===== src/hdl/sdq_pkg.sv =====
// Purpose: Shared constants for the sigma-delta sequencer and its buffer.
// Assumes: 50 MHz peripheral clock, single-bit modulator stream.
// Notes: Snapshot points split the 511-tap response into three boxes of 171.
package sdq_pkg;
  localparam int NUM_CH = 4;
  localparam int CH_W = 2;
  localparam int SAMPLE_W = 16;
  localparam int ACC_W = 21;
  localparam int WIN_W = 9;
  localparam int PRE_W = 8;
  localparam int SYNC_STAGES = 3;
  localparam int BUF_DEPTH = 2;
  localparam int CLK_PERIOD_NS = 20;
  localparam logic [WIN_W-1:0] WIN_LAST = 9'h1FF;
  localparam logic [WIN_W-1:0] WIN_RESET = 9'h000;
  localparam logic [WIN_W-1:0] SNAP_A = 9'h0A9;
  localparam logic [WIN_W-1:0] SNAP_B = 9'h154;
  localparam logic [1:0] SINGLE_KEEP = 2'h3;
  localparam logic [PRE_W-1:0] PRE_RESET = 8'h01;
  typedef enum logic [1:0] {SDQ_RESET_CYC, SDQ_FILTER, SDQ_HOLD} sdq_state_t;
endpackage


===== src/hdl/sdq_pair_buffer.sv =====
// Purpose: Small FIFO with valid/ready on both sides between filter and output.
// Assumes: Same clock on both sides.
// Notes: Simultaneous push and pop are allowed when neither empty nor full.
`timescale 1ns/10ps
`default_nettype none
module sdq_pair_buffer #(
  parameter int W = 18,
  parameter int DEPTH = 2
) (
  input wire logic clk, // Peripheral clock
  input wire logic reset, // Synchronous, active high
  input wire logic in_valid, // Word offered
  output logic in_ready, // Space available
  input wire logic [W-1:0] in_data, // Word in
  output logic out_valid, // Word held
  input wire logic out_ready, // Drain accepts
  output logic [W-1:0] out_data // Oldest word
);
  localparam int PW = (DEPTH > 1) ? $clog2(DEPTH) : 1;
  logic [W-1:0] mem_reg [DEPTH];
  logic [PW-1:0] wr_reg;
  logic [PW-1:0] rd_reg;
  logic [PW:0] count_reg;
  logic push;
  logic pop;

  function automatic logic [PW-1:0] bump(input logic [PW-1:0] p);
    bump = (p == PW'(DEPTH - 1)) ? '0 : p + PW'(1);
  endfunction

  assign in_ready = (count_reg != (PW+1)'(DEPTH));
  assign out_valid = (count_reg != '0);
  assign out_data = mem_reg[rd_reg];
  assign push = in_valid && in_ready;
  assign pop = out_valid && out_ready;

  always_ff @(posedge clk)
  begin
    if (push)
    begin
      mem_reg[wr_reg] <= in_data;
    end
  end

  always_ff @(posedge clk)
  begin
    if (reset)
    begin
      wr_reg <= '0;
      rd_reg <= '0;
      count_reg <= '0;
    end
    else
    begin
      if (push)
      begin
        wr_reg <= bump(wr_reg);
      end
      if (pop)
      begin
        rd_reg <= bump(rd_reg);
      end
      if (push && !pop)
      begin
        count_reg <= count_reg + (PW+1)'(1);
      end
      else if (pop && !push)
      begin
        count_reg <= count_reg - (PW+1)'(1);
      end
    end
  end
endmodule
`default_nettype wire


===== src/hdl/sdq_sequencer.sv =====
// Purpose: Sequencing and sinc3 decimation for a four-channel one-bit converter.
// Assumes: Control inputs are static or change from logic on clk.
// Notes: Results pass a two-entry buffer; a stalled drain holds the next window.
// Notes on behaviour
// - Four channels, one result register each.
// - Software picks round-robin or single-channel mode.
// - Round-robin holds each channel 512 oversampling cycles.
// - First window cycle resets modulator, clears filter.
// - Filter remaining bits; 16-bit result after 511.
// - Advance channel and repeat without stopping.
// - Third-order sinc, 511 taps, one-bit input.
// - Single mode routes one channel, restarts every 512; the first window after reset runs on channel 0.
// - Single mode keeps one result in four.
// - Oversampling clock is peripheral clock over prescaler.
// - 21-bit filter registers, keep top 16 bits.
// - Stored sample is signed two's complement.
// - Overrun flag when unread sample is overwritten.
`timescale 1ns/10ps
`default_nettype none
module sdq_sequencer #(
  parameter int PRE_WIDTH = sdq_pkg::PRE_W
) (
  input wire logic clk, // Peripheral clock two
  input wire logic reset, // Synchronous, active high
  input wire logic single_mode, // 1 selects single-channel mode
  input wire logic [1:0] single_chan, // Channel used in single mode
  input wire logic [PRE_WIDTH-1:0] prescale, // Oversampling divide factor, 0 acts as 1
  input wire logic mod_bit, // Modulator output pin
  input wire logic [3:0] sample_read, // Pulse: software read that channel
  input wire logic [3:0] overrun_clear, // Pulse: clear that overrun flag
  input wire logic avail_irq_en, // Enables the data-available request
  input wire logic out_ready, // Stream sink accepts
  output logic mod_reset, // Modulator reset, one oversampling cycle, longer while a result waits for buffer space
  output logic [1:0] mod_chan, // Input selector to the modulator
  output logic os_clk, // Oversampling clock to the modulator
  output logic [63:0] sample_bank, // Four 16-bit results, channel 0 lowest
  output logic [3:0] data_avail, // Unread result per channel
  output logic [3:0] overrun, // Sticky overrun per channel
  output logic avail_irq, // Data available and enabled
  output logic out_valid, // Stream word valid
  output logic [1:0] out_chan, // Stream word channel
  output logic [15:0] out_data // Stream word sample
);
  localparam int BW = sdq_pkg::CH_W + sdq_pkg::SAMPLE_W;
  localparam int AW = sdq_pkg::ACC_W;
  localparam int WW = sdq_pkg::WIN_W;

  logic [sdq_pkg::SYNC_STAGES-1:0] sync_reg;
  logic bit_reg;
  logic [PRE_WIDTH-1:0] pre_cnt_reg;
  logic tick;
  sdq_pkg::sdq_state_t state_reg;
  logic [sdq_pkg::WIN_W-1:0] win_reg;
  logic [1:0] rr_chan_reg;
  logic [1:0] quarter_reg;
  logic [AW-1:0] i1_reg;
  logic [AW-1:0] i2_reg;
  logic [AW-1:0] i3_reg;
  logic [AW-1:0] snap_a_reg;
  logic [AW-1:0] snap_b_reg;
  logic [AW-1:0] i1_next;
  logic [AW-1:0] i2_next;
  logic [AW-1:0] i3_next;
  logic [AW-1:0] result;
  logic res_valid_reg;
  logic [BW-1:0] res_word_reg;
  logic buf_in_ready;
  logic buf_valid;
  logic [BW-1:0] buf_data;
  logic take;
  logic store;
  logic [1:0] store_chan;

  function automatic logic [PRE_WIDTH-1:0] div_last(input logic [PRE_WIDTH-1:0] f);
    div_last = (f <= PRE_WIDTH'(1)) ? '0 : f - PRE_WIDTH'(1);
  endfunction

  function automatic logic [3:0] onehot(input logic [1:0] c);
    onehot = 4'h1 << c;
  endfunction

  // Three stages; a level counts once the last two agree
  always_ff @(posedge clk)
  begin
    if (reset)
    begin
      sync_reg <= '0;
      bit_reg <= 1'b0;
    end
    else
    begin
      sync_reg <= {sync_reg[sdq_pkg::SYNC_STAGES-2:0], mod_bit};
      if (sync_reg[1] == sync_reg[2])
      begin
        bit_reg <= sync_reg[2];
      end
    end
  end

  assign tick = (pre_cnt_reg == div_last(prescale));

  always_ff @(posedge clk)
  begin
    if (reset)
    begin
      pre_cnt_reg <= '0;
      os_clk <= 1'b0;
    end
    else
    begin
      pre_cnt_reg <= tick ? '0 : pre_cnt_reg + PRE_WIDTH'(1);
      os_clk <= (pre_cnt_reg < (prescale >> 1)) || (prescale <= PRE_WIDTH'(1));
    end
  end

  // Bit 1 feeds +1, bit 0 feeds -1, so mid-scale input integrates to zero
  assign i1_next = bit_reg ? i1_reg + AW'(1) : i1_reg - AW'(1);
  assign i2_next = i2_reg + i1_next;
  assign i3_next = i3_reg + i2_next;
  // Combs of length 171 evaluated at the two snapshot points; the fourth term is zero
  assign result = i3_next - AW'(3) * snap_b_reg + AW'(3) * snap_a_reg;

  always_ff @(posedge clk)
  begin
    if (reset)
    begin
      state_reg <= sdq_pkg::SDQ_RESET_CYC;
      win_reg <= sdq_pkg::WIN_RESET;
      rr_chan_reg <= '0;
      quarter_reg <= '0;
      mod_reset <= 1'b1;
      mod_chan <= '0;
    end
    else if (tick)
    begin
      case (state_reg)
        sdq_pkg::SDQ_RESET_CYC:
        begin
          // A result still waiting for buffer space keeps the modulator in reset
          if (!res_valid_reg || buf_in_ready)
          begin
            mod_reset <= 1'b0;
            win_reg <= win_reg + WW'(1);
            state_reg <= sdq_pkg::SDQ_FILTER;
          end
        end
        sdq_pkg::SDQ_FILTER:
        begin
          // No gap tick between windows, so a window with no buffer stall spans exactly 512 ticks
          if (win_reg == sdq_pkg::WIN_LAST)
          begin
            win_reg <= sdq_pkg::WIN_RESET;
            state_reg <= sdq_pkg::SDQ_RESET_CYC;
            mod_reset <= 1'b1;
            quarter_reg <= quarter_reg + 2'h1;
            rr_chan_reg <= rr_chan_reg + 2'h1;
            mod_chan <= single_mode ? single_chan : rr_chan_reg + 2'h1;
          end
          else
          begin
            win_reg <= win_reg + WW'(1);
          end
        end
        default:
        begin
          state_reg <= sdq_pkg::SDQ_RESET_CYC;
          win_reg <= sdq_pkg::WIN_RESET;
          mod_reset <= 1'b1;
        end
      endcase
    end
  end

  always_ff @(posedge clk)
  begin
    if (reset)
    begin
      i1_reg <= '0;
      i2_reg <= '0;
      i3_reg <= '0;
      snap_a_reg <= '0;
      snap_b_reg <= '0;
    end
    else if (tick && state_reg == sdq_pkg::SDQ_RESET_CYC)
    begin
      i1_reg <= '0;
      i2_reg <= '0;
      i3_reg <= '0;
      snap_a_reg <= '0;
      snap_b_reg <= '0;
    end
    else if (tick && state_reg == sdq_pkg::SDQ_FILTER)
    begin
      i1_reg <= i1_next;
      i2_reg <= i2_next;
      i3_reg <= i3_next;
      if (win_reg == sdq_pkg::SNAP_A)
      begin
        snap_a_reg <= i3_next;
      end
      if (win_reg == sdq_pkg::SNAP_B)
      begin
        snap_b_reg <= i3_next;
      end
    end
  end

  // Single mode converts every window but keeps only the fourth
  always_ff @(posedge clk)
  begin
    if (reset)
    begin
      res_valid_reg <= 1'b0;
      res_word_reg <= '0;
    end
    else if (tick && state_reg == sdq_pkg::SDQ_FILTER && win_reg == sdq_pkg::WIN_LAST
             && (!single_mode || quarter_reg == sdq_pkg::SINGLE_KEEP))
    begin
      res_valid_reg <= 1'b1;
      res_word_reg <= {mod_chan, result[AW-1 -: sdq_pkg::SAMPLE_W]};
    end
    else if (buf_in_ready)
    begin
      res_valid_reg <= 1'b0;
    end
  end

  sdq_pair_buffer #(
    .W(BW),
    .DEPTH(sdq_pkg::BUF_DEPTH)
  ) u_buf (
    .clk(clk),
    .reset(reset),
    .in_valid(res_valid_reg),
    .in_ready(buf_in_ready),
    .in_data(res_word_reg),
    .out_valid(buf_valid),
    .out_ready(take),
    .out_data(buf_data)
  );

  assign take = !out_valid || out_ready;
  assign store = buf_valid && take;
  assign store_chan = buf_data[BW-1 -: sdq_pkg::CH_W];

  always_ff @(posedge clk)
  begin
    if (reset)
    begin
      out_valid <= 1'b0;
      out_chan <= '0;
      out_data <= '0;
      sample_bank <= '0;
    end
    else
    begin
      if (take)
      begin
        out_valid <= buf_valid;
      end
      if (store)
      begin
        out_chan <= store_chan;
        out_data <= buf_data[sdq_pkg::SAMPLE_W-1:0];
        sample_bank[store_chan*sdq_pkg::SAMPLE_W +: sdq_pkg::SAMPLE_W] <=
          buf_data[sdq_pkg::SAMPLE_W-1:0];
      end
    end
  end

  // Set wins over read or clear arriving in the same cycle
  always_ff @(posedge clk)
  begin
    if (reset)
    begin
      data_avail <= '0;
      overrun <= '0;
      avail_irq <= 1'b0;
    end
    else
    begin
      data_avail <= (data_avail & ~sample_read) | (store ? onehot(store_chan) : 4'h0);
      overrun <= (overrun & ~overrun_clear)
                 | (store ? onehot(store_chan) & data_avail & ~sample_read : 4'h0);
      avail_irq <= avail_irq_en && (|data_avail);
    end
  end
endmodule
`default_nettype wire


===== config.mk =====
export PLATFORM = sky130hd
export DESIGN_NAME = sdq_sequencer
export DESIGN_NICKNAME = d
export VERILOG_FILES = /design/src/hdl/sdq_pkg.sv /design/src/hdl/sdq_pair_buffer.sv /design/src/hdl/sdq_sequencer.sv
export SDC_FILE = /design/constraint.sdc
export NUM_CORES = 1
export LEC_CHECK = 0
export BUFFER_PORTS_ARGS = -buffer_cell sky130_fd_sc_hd__buf_2
export CORE_MARGIN = 10
export CORE_UTILIZATION = 61
export CTS_CLUSTER_SIZE = 24
export DETAILED_ROUTE_END_ITERATION = 6
export GPL_ROUTABILITY_DRIVEN = 0
export GPL_TIMING_DRIVEN = 0
export PLACE_DENSITY = 0.81
export RECOVER_POWER = 25
export SLEW_MARGIN = 40
export SYNTH_ARGS = -nofsm -noshare
export SYNTH_HDL_FRONTEND = slang
export SYNTH_HIERARCHICAL = 1
export SYNTH_SLANG_ARGS = --single-unit

===== constraint.sdc =====
create_clock -name clk -period 9.3 [get_ports clk]
set_clock_uncertainty 0.2 [all_clocks]
set_input_delay 0.465 -clock clk [delete_from_list [all_inputs] [get_ports clk]]
set_output_delay 0.465 -clock clk [all_outputs]
set_load 0.03 [all_outputs]

Word-level counts from Yosys, hierarchy flattened:

Memory sizes are Yosys's and may differ from the RTL's. A register that Yosys moved wholly into a read port is not among the register bits.
Cells that the tools add are included.

* logic and storage cells: 124
* memory bits (writable): 36
* memories kept: 1
* register bits: 251
* input bits: 24
* output and inout bits: 96

Memories
* u_buf.mem_reg: depth 2, width 18, read ports 1, clocked after Yosys merged registers in 1, wr ports 1, RTL line sdq_pair_buffer.sv:20 `logic [W-1:0] mem_reg [DEPTH];`

* shift-type cells: 3
* multiplexer cells: 25
* equal/unequal tests: 10
* reductions and logical operators: 30
* add/subtract/negate cells: 16
* order comparisons: 2
* bitwise gates (word level): 8
* $mul: 2

Operators with widths (number)
* 64-bit bitwise mux: 1
* 16-bit by 34-bit variable shift with 64-bit output (first input constant): 1
* 16-bit by 34-bit variable part select with 64-bit output: 1
* 21-bit adder: 3
* 2-bit by 21-bit multiplier with 21-bit output (first input constant): 2
* 6-bit negator with 34-bit output: 1
* 21-bit by 1-bit adder with 21-bit output (second input constant): 1
* 21-bit 2-to-1 mux: 1
* 21-bit by 1-bit subtractor with 21-bit output (second input constant): 1
* 21-bit subtractor: 1
* 9-bit == test (second input constant): 2
* 9-bit 2-to-1 mux: 2
* 9-bit one-hot mux with 2 select lines: 1
* 4-bit bitwise AND: 4
* 1-bit 2-to-1 mux: 10
* 2-bit 2-to-1 mux: 5
* 9-bit by 1-bit adder with 9-bit output (second input constant): 1
* 9-bit by 8-bit == test with 1-bit output (second input constant): 1
* 1-bit logical AND: 9
* 8-bit by 1-bit adder with 8-bit output (second input constant): 1
* 8-bit == test: 1
* 8-bit by 1-bit <= comparator with 1-bit output (second input constant): 1
* 8-bit by 7-bit less-than comparator with 1-bit output: 1
* 4-bit 2-to-1 mux: 2
* other kinds (22): 42

Longest topological paths before layout:

Gate-level depths: netlist of the first run.

* word-level depth: 7
* mapped depth: 36
* gate-level depth less buffers: 36

Hierarchy:

Netlist of the first run, hierarchy kept.

By module, submodules not included
* sdq_sequencer: instances 1, area an instance 14538.9 um2, cells each 1709
* sdq_pair_buffer: instances 1, area an instance 1519.0 um2, cells each 80

Worst setup path after synthesis of the first run:

Ideal clock, no wire load.

* kind: register to register
* start point: reg bit_reg
* end point: reg res_word_reg[15]
* data required time: 8978 ps
* data arrival time: 7541 ps
* clock period less this slack: 7863 ps
* buffers on the path: 0
* stages on the path, launching flop included: 31
* library setup time: 122 ps
* slack: 1437 ps
* path through: dfxtp_1 inv_1 ha_1 a21o_1 a21oi_1 or3_1 nand3b_1 a21o_1 a21oi_1 xnor2_1 ha_1 a21oi_1 o21ai_0 or3b_2 o21ai_0 xnor2_1 ha_1 and2_1 a31oi_1 nor2b_1 nand2_1 o311ai_0 fa_1 ha_1 a21oi_1 nor3b_1 a21o_1 a211oi_1 and4b_1 mux2_1 a311o_1

* longest elaborated chain between the ends: 5

RTL lines
* start, declared: RTL line sdq_sequencer.sv:49 `logic bit_reg;`
* start signal, assigned: RTL line sdq_sequencer.sv:95 `bit_reg <= sync_reg[2];`
* 21-bit 2-to-1 mux: RTL line sdq_sequencer.sv:117 `assign i1_next = bit_reg ? i1_reg + AW'(1) : i1_reg - AW'(1);`
* net i1_next[9]: RTL line sdq_sequencer.sv:61 `logic [AW-1:0] i1_next;`
* 21-bit adder: RTL line sdq_sequencer.sv:118 `assign i2_next = i2_reg + i1_next;`
* net i2_next[13]: RTL line sdq_sequencer.sv:62 `logic [AW-1:0] i2_next;`
* 21-bit adder: RTL line sdq_sequencer.sv:119 `assign i3_next = i3_reg + i2_next;`
* net i3_next[15]: RTL line sdq_sequencer.sv:63 `logic [AW-1:0] i3_next;`
* 21-bit subtractor: RTL line sdq_sequencer.sv:121 `assign result = i3_next - AW'(3) * snap_b_reg + AW'(3) * snap_a_reg;`
* 21-bit adder: RTL line sdq_sequencer.sv:121
* end signal, assigned: RTL line sdq_sequencer.sv:220 `res_word_reg <= {mod_chan, result[AW-1 -: sdq_pkg::SAMPLE_W]};`
* end, declared: RTL line sdq_sequencer.sv:66 `logic [BW-1:0] res_word_reg;`

The timed path passes the listed nets, and every way through them passes these cells.
A chain may end at the register's enable or synchronous reset.

Final worst setup path of the first run:

Same ends and word-level chain as after synthesis.

==> impl_metrics.sql, run 1 <==
INSERT INTO impl_metrics (metric_group, metric, value, unit) VALUES
('floorplanning', 'rows', '59', ''),
('yosys', 'ys_top_cells_by_area', 'dfxtp_1, ha_1, fa_1', ''),
('power_and_ir_drop', 'static-leakage-power', '0.00717', 'uW'),
('floorplanning', 'die_width', '182', 'um'),
('yosys', 'synth.ff_latch_count', '287', ''),
('routing', 'wl_per_cell', '18.5', 'um'),
('critical_path', 'arrival', '8.94', 'ns'),
('global_route', 'gr_usage_total', '24.6', '%'),
('status', 'outcome', 'completed', ''),
('routing', 'detail_route.first_pass.iterations', '5', ''),
('yosys', 'ys_async_sr_fraction', '0', '%'),
('sta', 'fin_crit', '8.69', 'ns'),
('routing', 'routed_wl', '42800', 'um'),
('critical_path', 'r2r_slack', '0.61', 'ns'),
('floorplanning', 'io-pin-count', '120', ''),
('yosys', 'synth_largest_area_cell', 'dfxtp_1', ''),
('floorplanning', 'fp.dieArea', '0.0332', 'sq mm'),
('sta', 'post_layout_worst_setup_margin', '0.610', 'ns'),
('critical_path', 'reg2regPathDepth', '33', ''),
('floorplanning', 'vertical_die_dimension', '182', 'um'),
('power_and_ir_drop', 'power_switching', '866', 'uW'),
('yosys', 'synth-warning-count', '6', ''),
('critical_path', 'crit_path_start', 'bit_reg$_SDFFE_PP0N_', ''),
('floorplanning', 'core_box_area', '0.0260', 'sq mm'),
('cells_and_area', 'final_nets', '2137', ''),
('global_route', 'grt_residual_overflow', '0', ''),
('critical_path', 'cpPeakStageDelay', '0.51', 'ns'),
('cells_and_area', 'n_antenna_cell', '0', ''),
('sta', 'finalMaxSlewViolations', '0', ''),
('critical_path', 'regToRegStartpoint', 'bit_reg$_SDFFE_PP0N_', ''),
('global_route', 'grt_start_max_net_pins', '19', ''),
('sta', 'setup-violations-final', '0', ''),
('yosys', 'post-synth-top-count-cell', 'dfxtp_1', ''),
('global_route', 'first_pass_grt_wire_length', '68200', 'um'),
('power_and_ir_drop', 'pwr-share-comb', '14.9', '%'),
('yosys', 'netlist_instances', '1789', ''),
('clocking', 'clock_tree.buffer_depth', '3', ''),
('sta', 'hold_viol', '0', ''),
('routing', 'via_count', '13800', ''),
('global_route', 'grt_pass1_vias', '13600', ''),
('clocking', 'clkTransAtPathRegs', '0.07', 'ns'),
('yosys', 'synth_top_area_share', '31.3', '%'),
('critical_path', 'worstSetupEndpointType', 'flop', ''),
('yosys', 'syn_nets', '1975', ''),
('global_route', 'antenna_found_initial', '0', ''),
('sta', 'post-route-period-util', '93.4', '%'),
('placement', 'dpl.hpwl', '32200', 'um'),
('clocking', 'clock-sinks', '287', ''),
('routing', 'detail-route-antenna-nets', '0', ''),
('power_and_ir_drop', 'internal_power', '2270', 'uW'),
('yosys', 'number_of_synthesized_flops_with_an_enable_pin', '36', ''),
('routing', 'viasPerCell', '5.98', ''),
('critical_path', 'timing_worst_setup_path_type', 'reg -> reg', ''),
('yosys', 'synth.yosys.seq_area_share', '38.0', '%'),
('cells_and_area', 'layout.filler_cells', '1983', ''),
('flow_run', 'timing.max_cap.violations', '0', ''),
('routing', 'drt_drc_violations_left', '0', ''),
('power_and_ir_drop', 'power.ir.vdd_worst', '0.173', 'mV'),
('sta', 'timing.fmax', '0.115', 'GHz'),
('clocking', 'clk_latency', '0.57', 'ns'),
('floorplanning', 'initial_utilization', '61.8', '%'),
('placement', 'pre_cts_slack', '0.0205', 'ns'),
('placement', 'number_of_port_buffers', '118', ''),
('yosys', 'synth.cell_area', '0.0161', 'sq mm'),
('power_and_ir_drop', 'power.share.switching', '27.6', '%'),
('sta', 'grt_setup_unrepaired', 'false', ''),
('critical_path', 'critical_path.slowest_cell', 'or4_1', ''),
('sta', 'tns', '0', 'ns'),
('critical_path', 'crit_path_end', 'res_word_reg[15]$_SDFFE_PP0P_', ''),
('cells_and_area', 'largest_register_ffs', '64', ''),
('yosys', 'ys_types', '81', '');
==> cell type report <==
cell class	count	area, sq um	share of cell area (%)
clock inverters	10	210	1.15
clock buffers	46	945	5.16
plain buffers	77	342	1.86
multi-input cells	1330	9300	50.7
inverters	95	360	1.97
repair buffers	129	637	3.48
well taps	335	419	2.29
repair inverters	1	5.00	0.0273
flip-flops and latches	287	6110	33.3
==> through the flow <==
stage               util [%]  instances  power, uW  instance area [sq um]  hold WS [ns]
global placement        65.7       2242       1780                  17100         0.220
CTS                     70.6       2308       3140                  18300       0.00228
global route            70.5       2310       3230                  18300        0.0216
detailed placement      65.7       2242       1790                  17100         0.222
floorplan                  -       1789       1650                  16100         0.214
finish                  70.5       2310       3140                  18300        0.0113
==> how the worst min path moves through the flow <==
stage	endpoint	slack, ns	cells past startpoint
after floorplan	sync_reg[1]$_SDFF_PP0_	0.21	1
after global placement	sync_reg[1]$_SDFF_PP0_	0.22	1
after detailed placement	sync_reg[1]$_SDFF_PP0_	0.22	1
after CTS	overrun[3]$_SDFF_PP0_	0.002	3
after global routing	overrun[3]$_SDFF_PP0_	0.02	3
final	overrun[3]$_SDFF_PP0_	0.01	3
==> power by group through the flow <==
stage / logic [uW] / clock network (uW) / registers (uW)
2_1_floorplan: 271 / 0 / 1380
3_3_place_gp: 441 / 0 / 1340
3_5_place_dp: 452 / 0 / 1340
4_1_cts: 462 / 1370 / 1310
5_1_grt: 503 / 1420 / 1310
6_report: 468 / 1360 / 1310
==> cell usage in the layout (no fill, tap or decap), drive strengths merged, types with 15 or more instances in the layout <==
| master | netlist | layout |
|---|---|---|
| nand2 | 227 | 227 |
| ha | 104 | 104 |
| buf | 22 | 95 |
| mux2 | 21 | 21 |
| inv | 95 | 96 |
| xnor2 | 74 | 74 |
| clkbuf | 55 | 148 |
| o21ai | 37 | 37 |
| nand3 | 89 | 89 |
| o21a | 17 | 17 |
| nand2b | 17 | 17 |
| dfxtp | 251 | 251 |
| mux2i | 17 | 17 |
| a211oi | 15 | 15 |
| edfxtp | 36 | 36 |
| a31oi | 16 | 16 |
| a21oi | 195 | 195 |
| nor2 | 134 | 134 |
| and2 | 18 | 18 |
| nor3 | 42 | 42 |
| a21o | 23 | 23 |
| a22oi | 39 | 39 |
| fa | 58 | 58 |
| xor2 | 21 | 21 |
==> per-layer routing <==
| layer | global-route usage (%) | vias up | share of wire (%) |
|---|---|---|---|
| met2 | 42.8 | 531 | 48 |
| met4 | 10.1 | 0 | 4.2 |
| met1 | 29.5 | 6566 | 40 |
| met3 | 4.02 | 123 | 7.2 |
| met5 | 0 | - | 0 |
| li1 | - | 6589 | - |
==> repair_timing <==
action                                  CTS  global route
gates resized for setup                   3             3
buffers inserted                          0             2
endpoints found under the setup margin    1             3
endpoints found under the hold margin    13             0
hold buffers                              9             0
gates cloned                              1             0
==> worst min-delay path, cell delays in order <==
cell     delay [ns]
buf_2          0.08
o22ai_1        0.06
and2_1         0.14
==> kinds of logic after synthesis <==
logic type | Yosys count | share of synthesized area [%]
flip-flops | 287 | 38.0
AND/OR/NAND/NOR | 615 | 18.0
XOR/XNOR | 97 | 5.47
AO/OA/AOI/OAI | 418 | 16.3
buffers and inverters | 172 | 4.35
multiplexers | 38 | 2.53
adder cells (fa/ha/maj) | 162 | 15.3
Power figures use the tool's default switching activity.
==> run 2: changes to the inputs <==
Settings changed: HOLD_SLACK_MARGIN from default to 0.15.
==> impl_metrics.sql, run 2 (synthesized netlist as in run 1, its figures left out) <==
INSERT INTO impl_metrics (metric_group, metric, value, unit) VALUES
('floorplanning', 'rows', '59', ''),
('global_route', 'global_route.usage.met1', '29.5', '%'),
('cells_and_area', 'final_core_util', '70.8', '%'),
('sta', 'hold_viol', '0', ''),
('critical_path', 'cp_data_required_time', '9.55', 'ns'),
('global_route', 'grt_util_met2', '42.8', '%'),
('cells_and_area', 'layout.filler_cells', '1971', ''),
('sta', 'setup-violations-final', '0', ''),
('sta', 'slew_headroom', '41.7', '%'),
('sta', 'post_layout_worst_setup_margin', '0.607', 'ns'),
('clocking', 'number_of_buffers_inserted_during_clock_tree_synthesis', '30', ''),
('critical_path', 'arrival', '8.95', 'ns'),
('routing', 'drt_drc_violations_left', '0', ''),
('cells_and_area', 'layout_commonest_cell', 'dfxtp_1', ''),
('routing', 'detail_route.first_pass.iterations', '7', ''),
('critical_path', 'worstSetupEndpointType', 'flop', ''),
('routing', 'drt_iter0_drc', '954', ''),
('global_route', 'use_met3', '4.06', '%'),
('sta', 'timing_worst_slew_pin_value', '0.875', 'ns'),
('global_route', 'first_pass_grt_wire_length', '68300', 'um'),
('critical_path', 'crit_path_start_kind', 'flop', ''),
('clocking', 'clk_latency', '0.57', 'ns'),
('power_and_ir_drop', 'static-leakage-power', '0.00720', 'uW'),
('floorplanning', 'vertical_die_dimension', '182', 'um'),
('floorplanning', 'fp.dieArea', '0.0332', 'sq mm'),
('routing', 'wl_per_cell', '18.5', 'um'),
('critical_path', 'cp_common_cell', 'ha_1', ''),
('routing', 'via_count', '13800', ''),
('clocking', 'tritoncts', 'done', ''),
('cells_and_area', 'layout_common_cells', 'dfxtp_1, nand2_1, a21oi_1, nor2_1, clkbuf_1', ''),
('floorplanning', 'io-pin-count', '120', ''),
('cells_and_area', 'final_nets', '2144', ''),
('clocking', 'clock_tree.root_cell', 'clkbuf_16', ''),
('flow_run', 'timing.max_cap.violations', '0', ''),
('global_route', 'grt_residual_overflow', '0', ''),
('clocking', 'cts_htree_levels', '1', ''),
('sta', 'post-route-period-util', '93.5', '%'),
('cells_and_area', 'largest_register_ffs', '64', ''),
('critical_path', 'cp_max_fo', '7', ''),
('placement', 'number_of_port_buffers', '118', ''),
('power_and_ir_drop', 'powerDensity', '171', 'mW/mm^2'),
('cells_and_area', 'multi_input_area', '0.00930', 'sq mm'),
('placement', 'dpl.hpwl', '32200', 'um'),
('cells_and_area', 'regArea', '0.00611', 'sq mm'),
('cells_and_area', 'n_antenna_cell', '0', ''),
('clocking', 'clock-sinks', '287', ''),
('clocking', 'clock_tree.buffer_depth', '3', ''),
('floorplanning', 'die_width', '182', 'um'),
('sta', 'grt_setup_unrepaired', 'false', ''),
('placement', 'pre_cts_slack', '0.0205', 'ns'),
('clocking', 'clkTransAtPathRegs', '0.07', 'ns'),
('global_route', 'global_route.peak_usage_layer', 'met2', ''),
('cells_and_area', 'areaGrowthSynthToFinish', '14.5', '%'),
('routing', 'routed_wl', '42800', 'um'),
('floorplanning', 'core_box_area', '0.0260', 'sq mm'),
('global_route', 'antenna_found_initial', '0', ''),
('routing', 'viasPerCell', '5.97', ''),
('global_route', 'grt_pass1_vias', '13600', ''),
('routing', 'detail-route-antenna-nets', '0', ''),
('floorplanning', 'initial_utilization', '61.8', '%'),
('global_route', 'gr_usage_total', '24.6', '%'),
('global_route', 'grt_start_max_net_pins', '19', ''),
('worst_hold_path', 'hp-class', 'in -> reg', ''),
('critical_path', 'critical_path.slowest_cell', 'or4_1', ''),
('sta', 'fin_crit', '8.69', 'ns'),
('cells_and_area', 'drive_gt1_share', '10.1', '%'),
('critical_path', 'timing_worst_setup_path_type', 'reg -> reg', ''),
('sta', 'finalMaxSlewViolations', '0', ''),
('critical_path', 'cpPeakStageDelay', '0.51', 'ns'),
('sta', 'timing.fmax', '0.115', 'GHz'),
('status', 'outcome', 'completed', ''),
('power_and_ir_drop', 'power.ir.vdd_worst', '0.173', 'mV');
[run 2: cell types whose count changed in the layout (fill, tap and decap cells not counted), sizes merged]
cell | previous run | this run
dlygate4sd3 | 9 | 16
[run 2: final timing paths]
path                                             start                             to  slack, ns  cells past startpoint
worst min register to register  sync_reg[0]$_SDFF_PP0_         sync_reg[1]$_SDFF_PP0_       0.23                      1
worst max register to register    bit_reg$_SDFFE_PP0N_  res_word_reg[15]$_SDFFE_PP0P_       0.61                     33
worst min-delay path                       single_mode       mod_chan[1]$_SDFFE_PP0P_       0.18                      4
worst max-delay path              bit_reg$_SDFFE_PP0N_  res_word_reg[15]$_SDFFE_PP0P_       0.61                     33
[run 2: per-stage QoR]
step	setup TNS, ns	total power, uW	hold WS, ns	area, sq um	instances
floorplan	0	1650	0.214	16100	1789
global placement	-0.136	1780	0.220	17100	2242
detailed placement	0	1790	0.222	17100	2242
CTS	0	3140	0.158	18400	2315
global route	0	3240	0.205	18400	2317
finish	0	3140	0.176	18400	2317
[run 2: timing repair]
action / in CTS / in global routing
endpoints found under the setup margin: 1 / 3
gates cloned: 1 / 0
gates resized for setup: 3 / 3
setup buffers: 0 / 2
hold buffers: 16 / 0
endpoints found under the hold margin: 17 / 0
[run 2: power breakdown]
| group | internal, uW | leakage, uW | switching, uW | total [uW] |
|---|---|---|---|---|
| clock | 843 | 0.000561 | 513 | 1360 |
| sequential | 1290 | 0.00238 | 25.2 | 1310 |
| combinational | 142 | 0.00427 | 328 | 470 |
| total | 2270 | 0.00720 | 866 | 3140 |
[run 2: metal layers]
layer | part of all wire [%] | vias to the layer above
met4 | 4.4 | 0
met2 | 48 | 515
li1 | - | 6596
met3 | 6.8 | 135
met5 | 0 | -
met1 | 41 | 6593
[run 2: layout make-up]
class	instances	area share (%)
Inverter	95	1.96
Buffer	77	1.86
Timing Repair inverter	1	0.0272
Timing Repair Buffer	136	3.84
Clock buffer	46	5.14
Multi-Input combinational cell	1330	50.6
Clock inverter	10	1.14
Sequential cell	287	33.2
Tap cell	335	2.28
[run 2: worst max-delay path: cells and delay by family, from the launching register on]
| family | cells | cell delay (ns) |
|---|---|---|
| mux | 1 | 0.30 |
| simple gates | 11 | 2.15 |
| xor+xnor | 3 | 0.70 |
| buf+inv | 2 | 0.37 |
| compound gates | 11 | 2.40 |
| flops | 1 | 0.47 |
| fa+ha+maj | 5 | 2.00 |
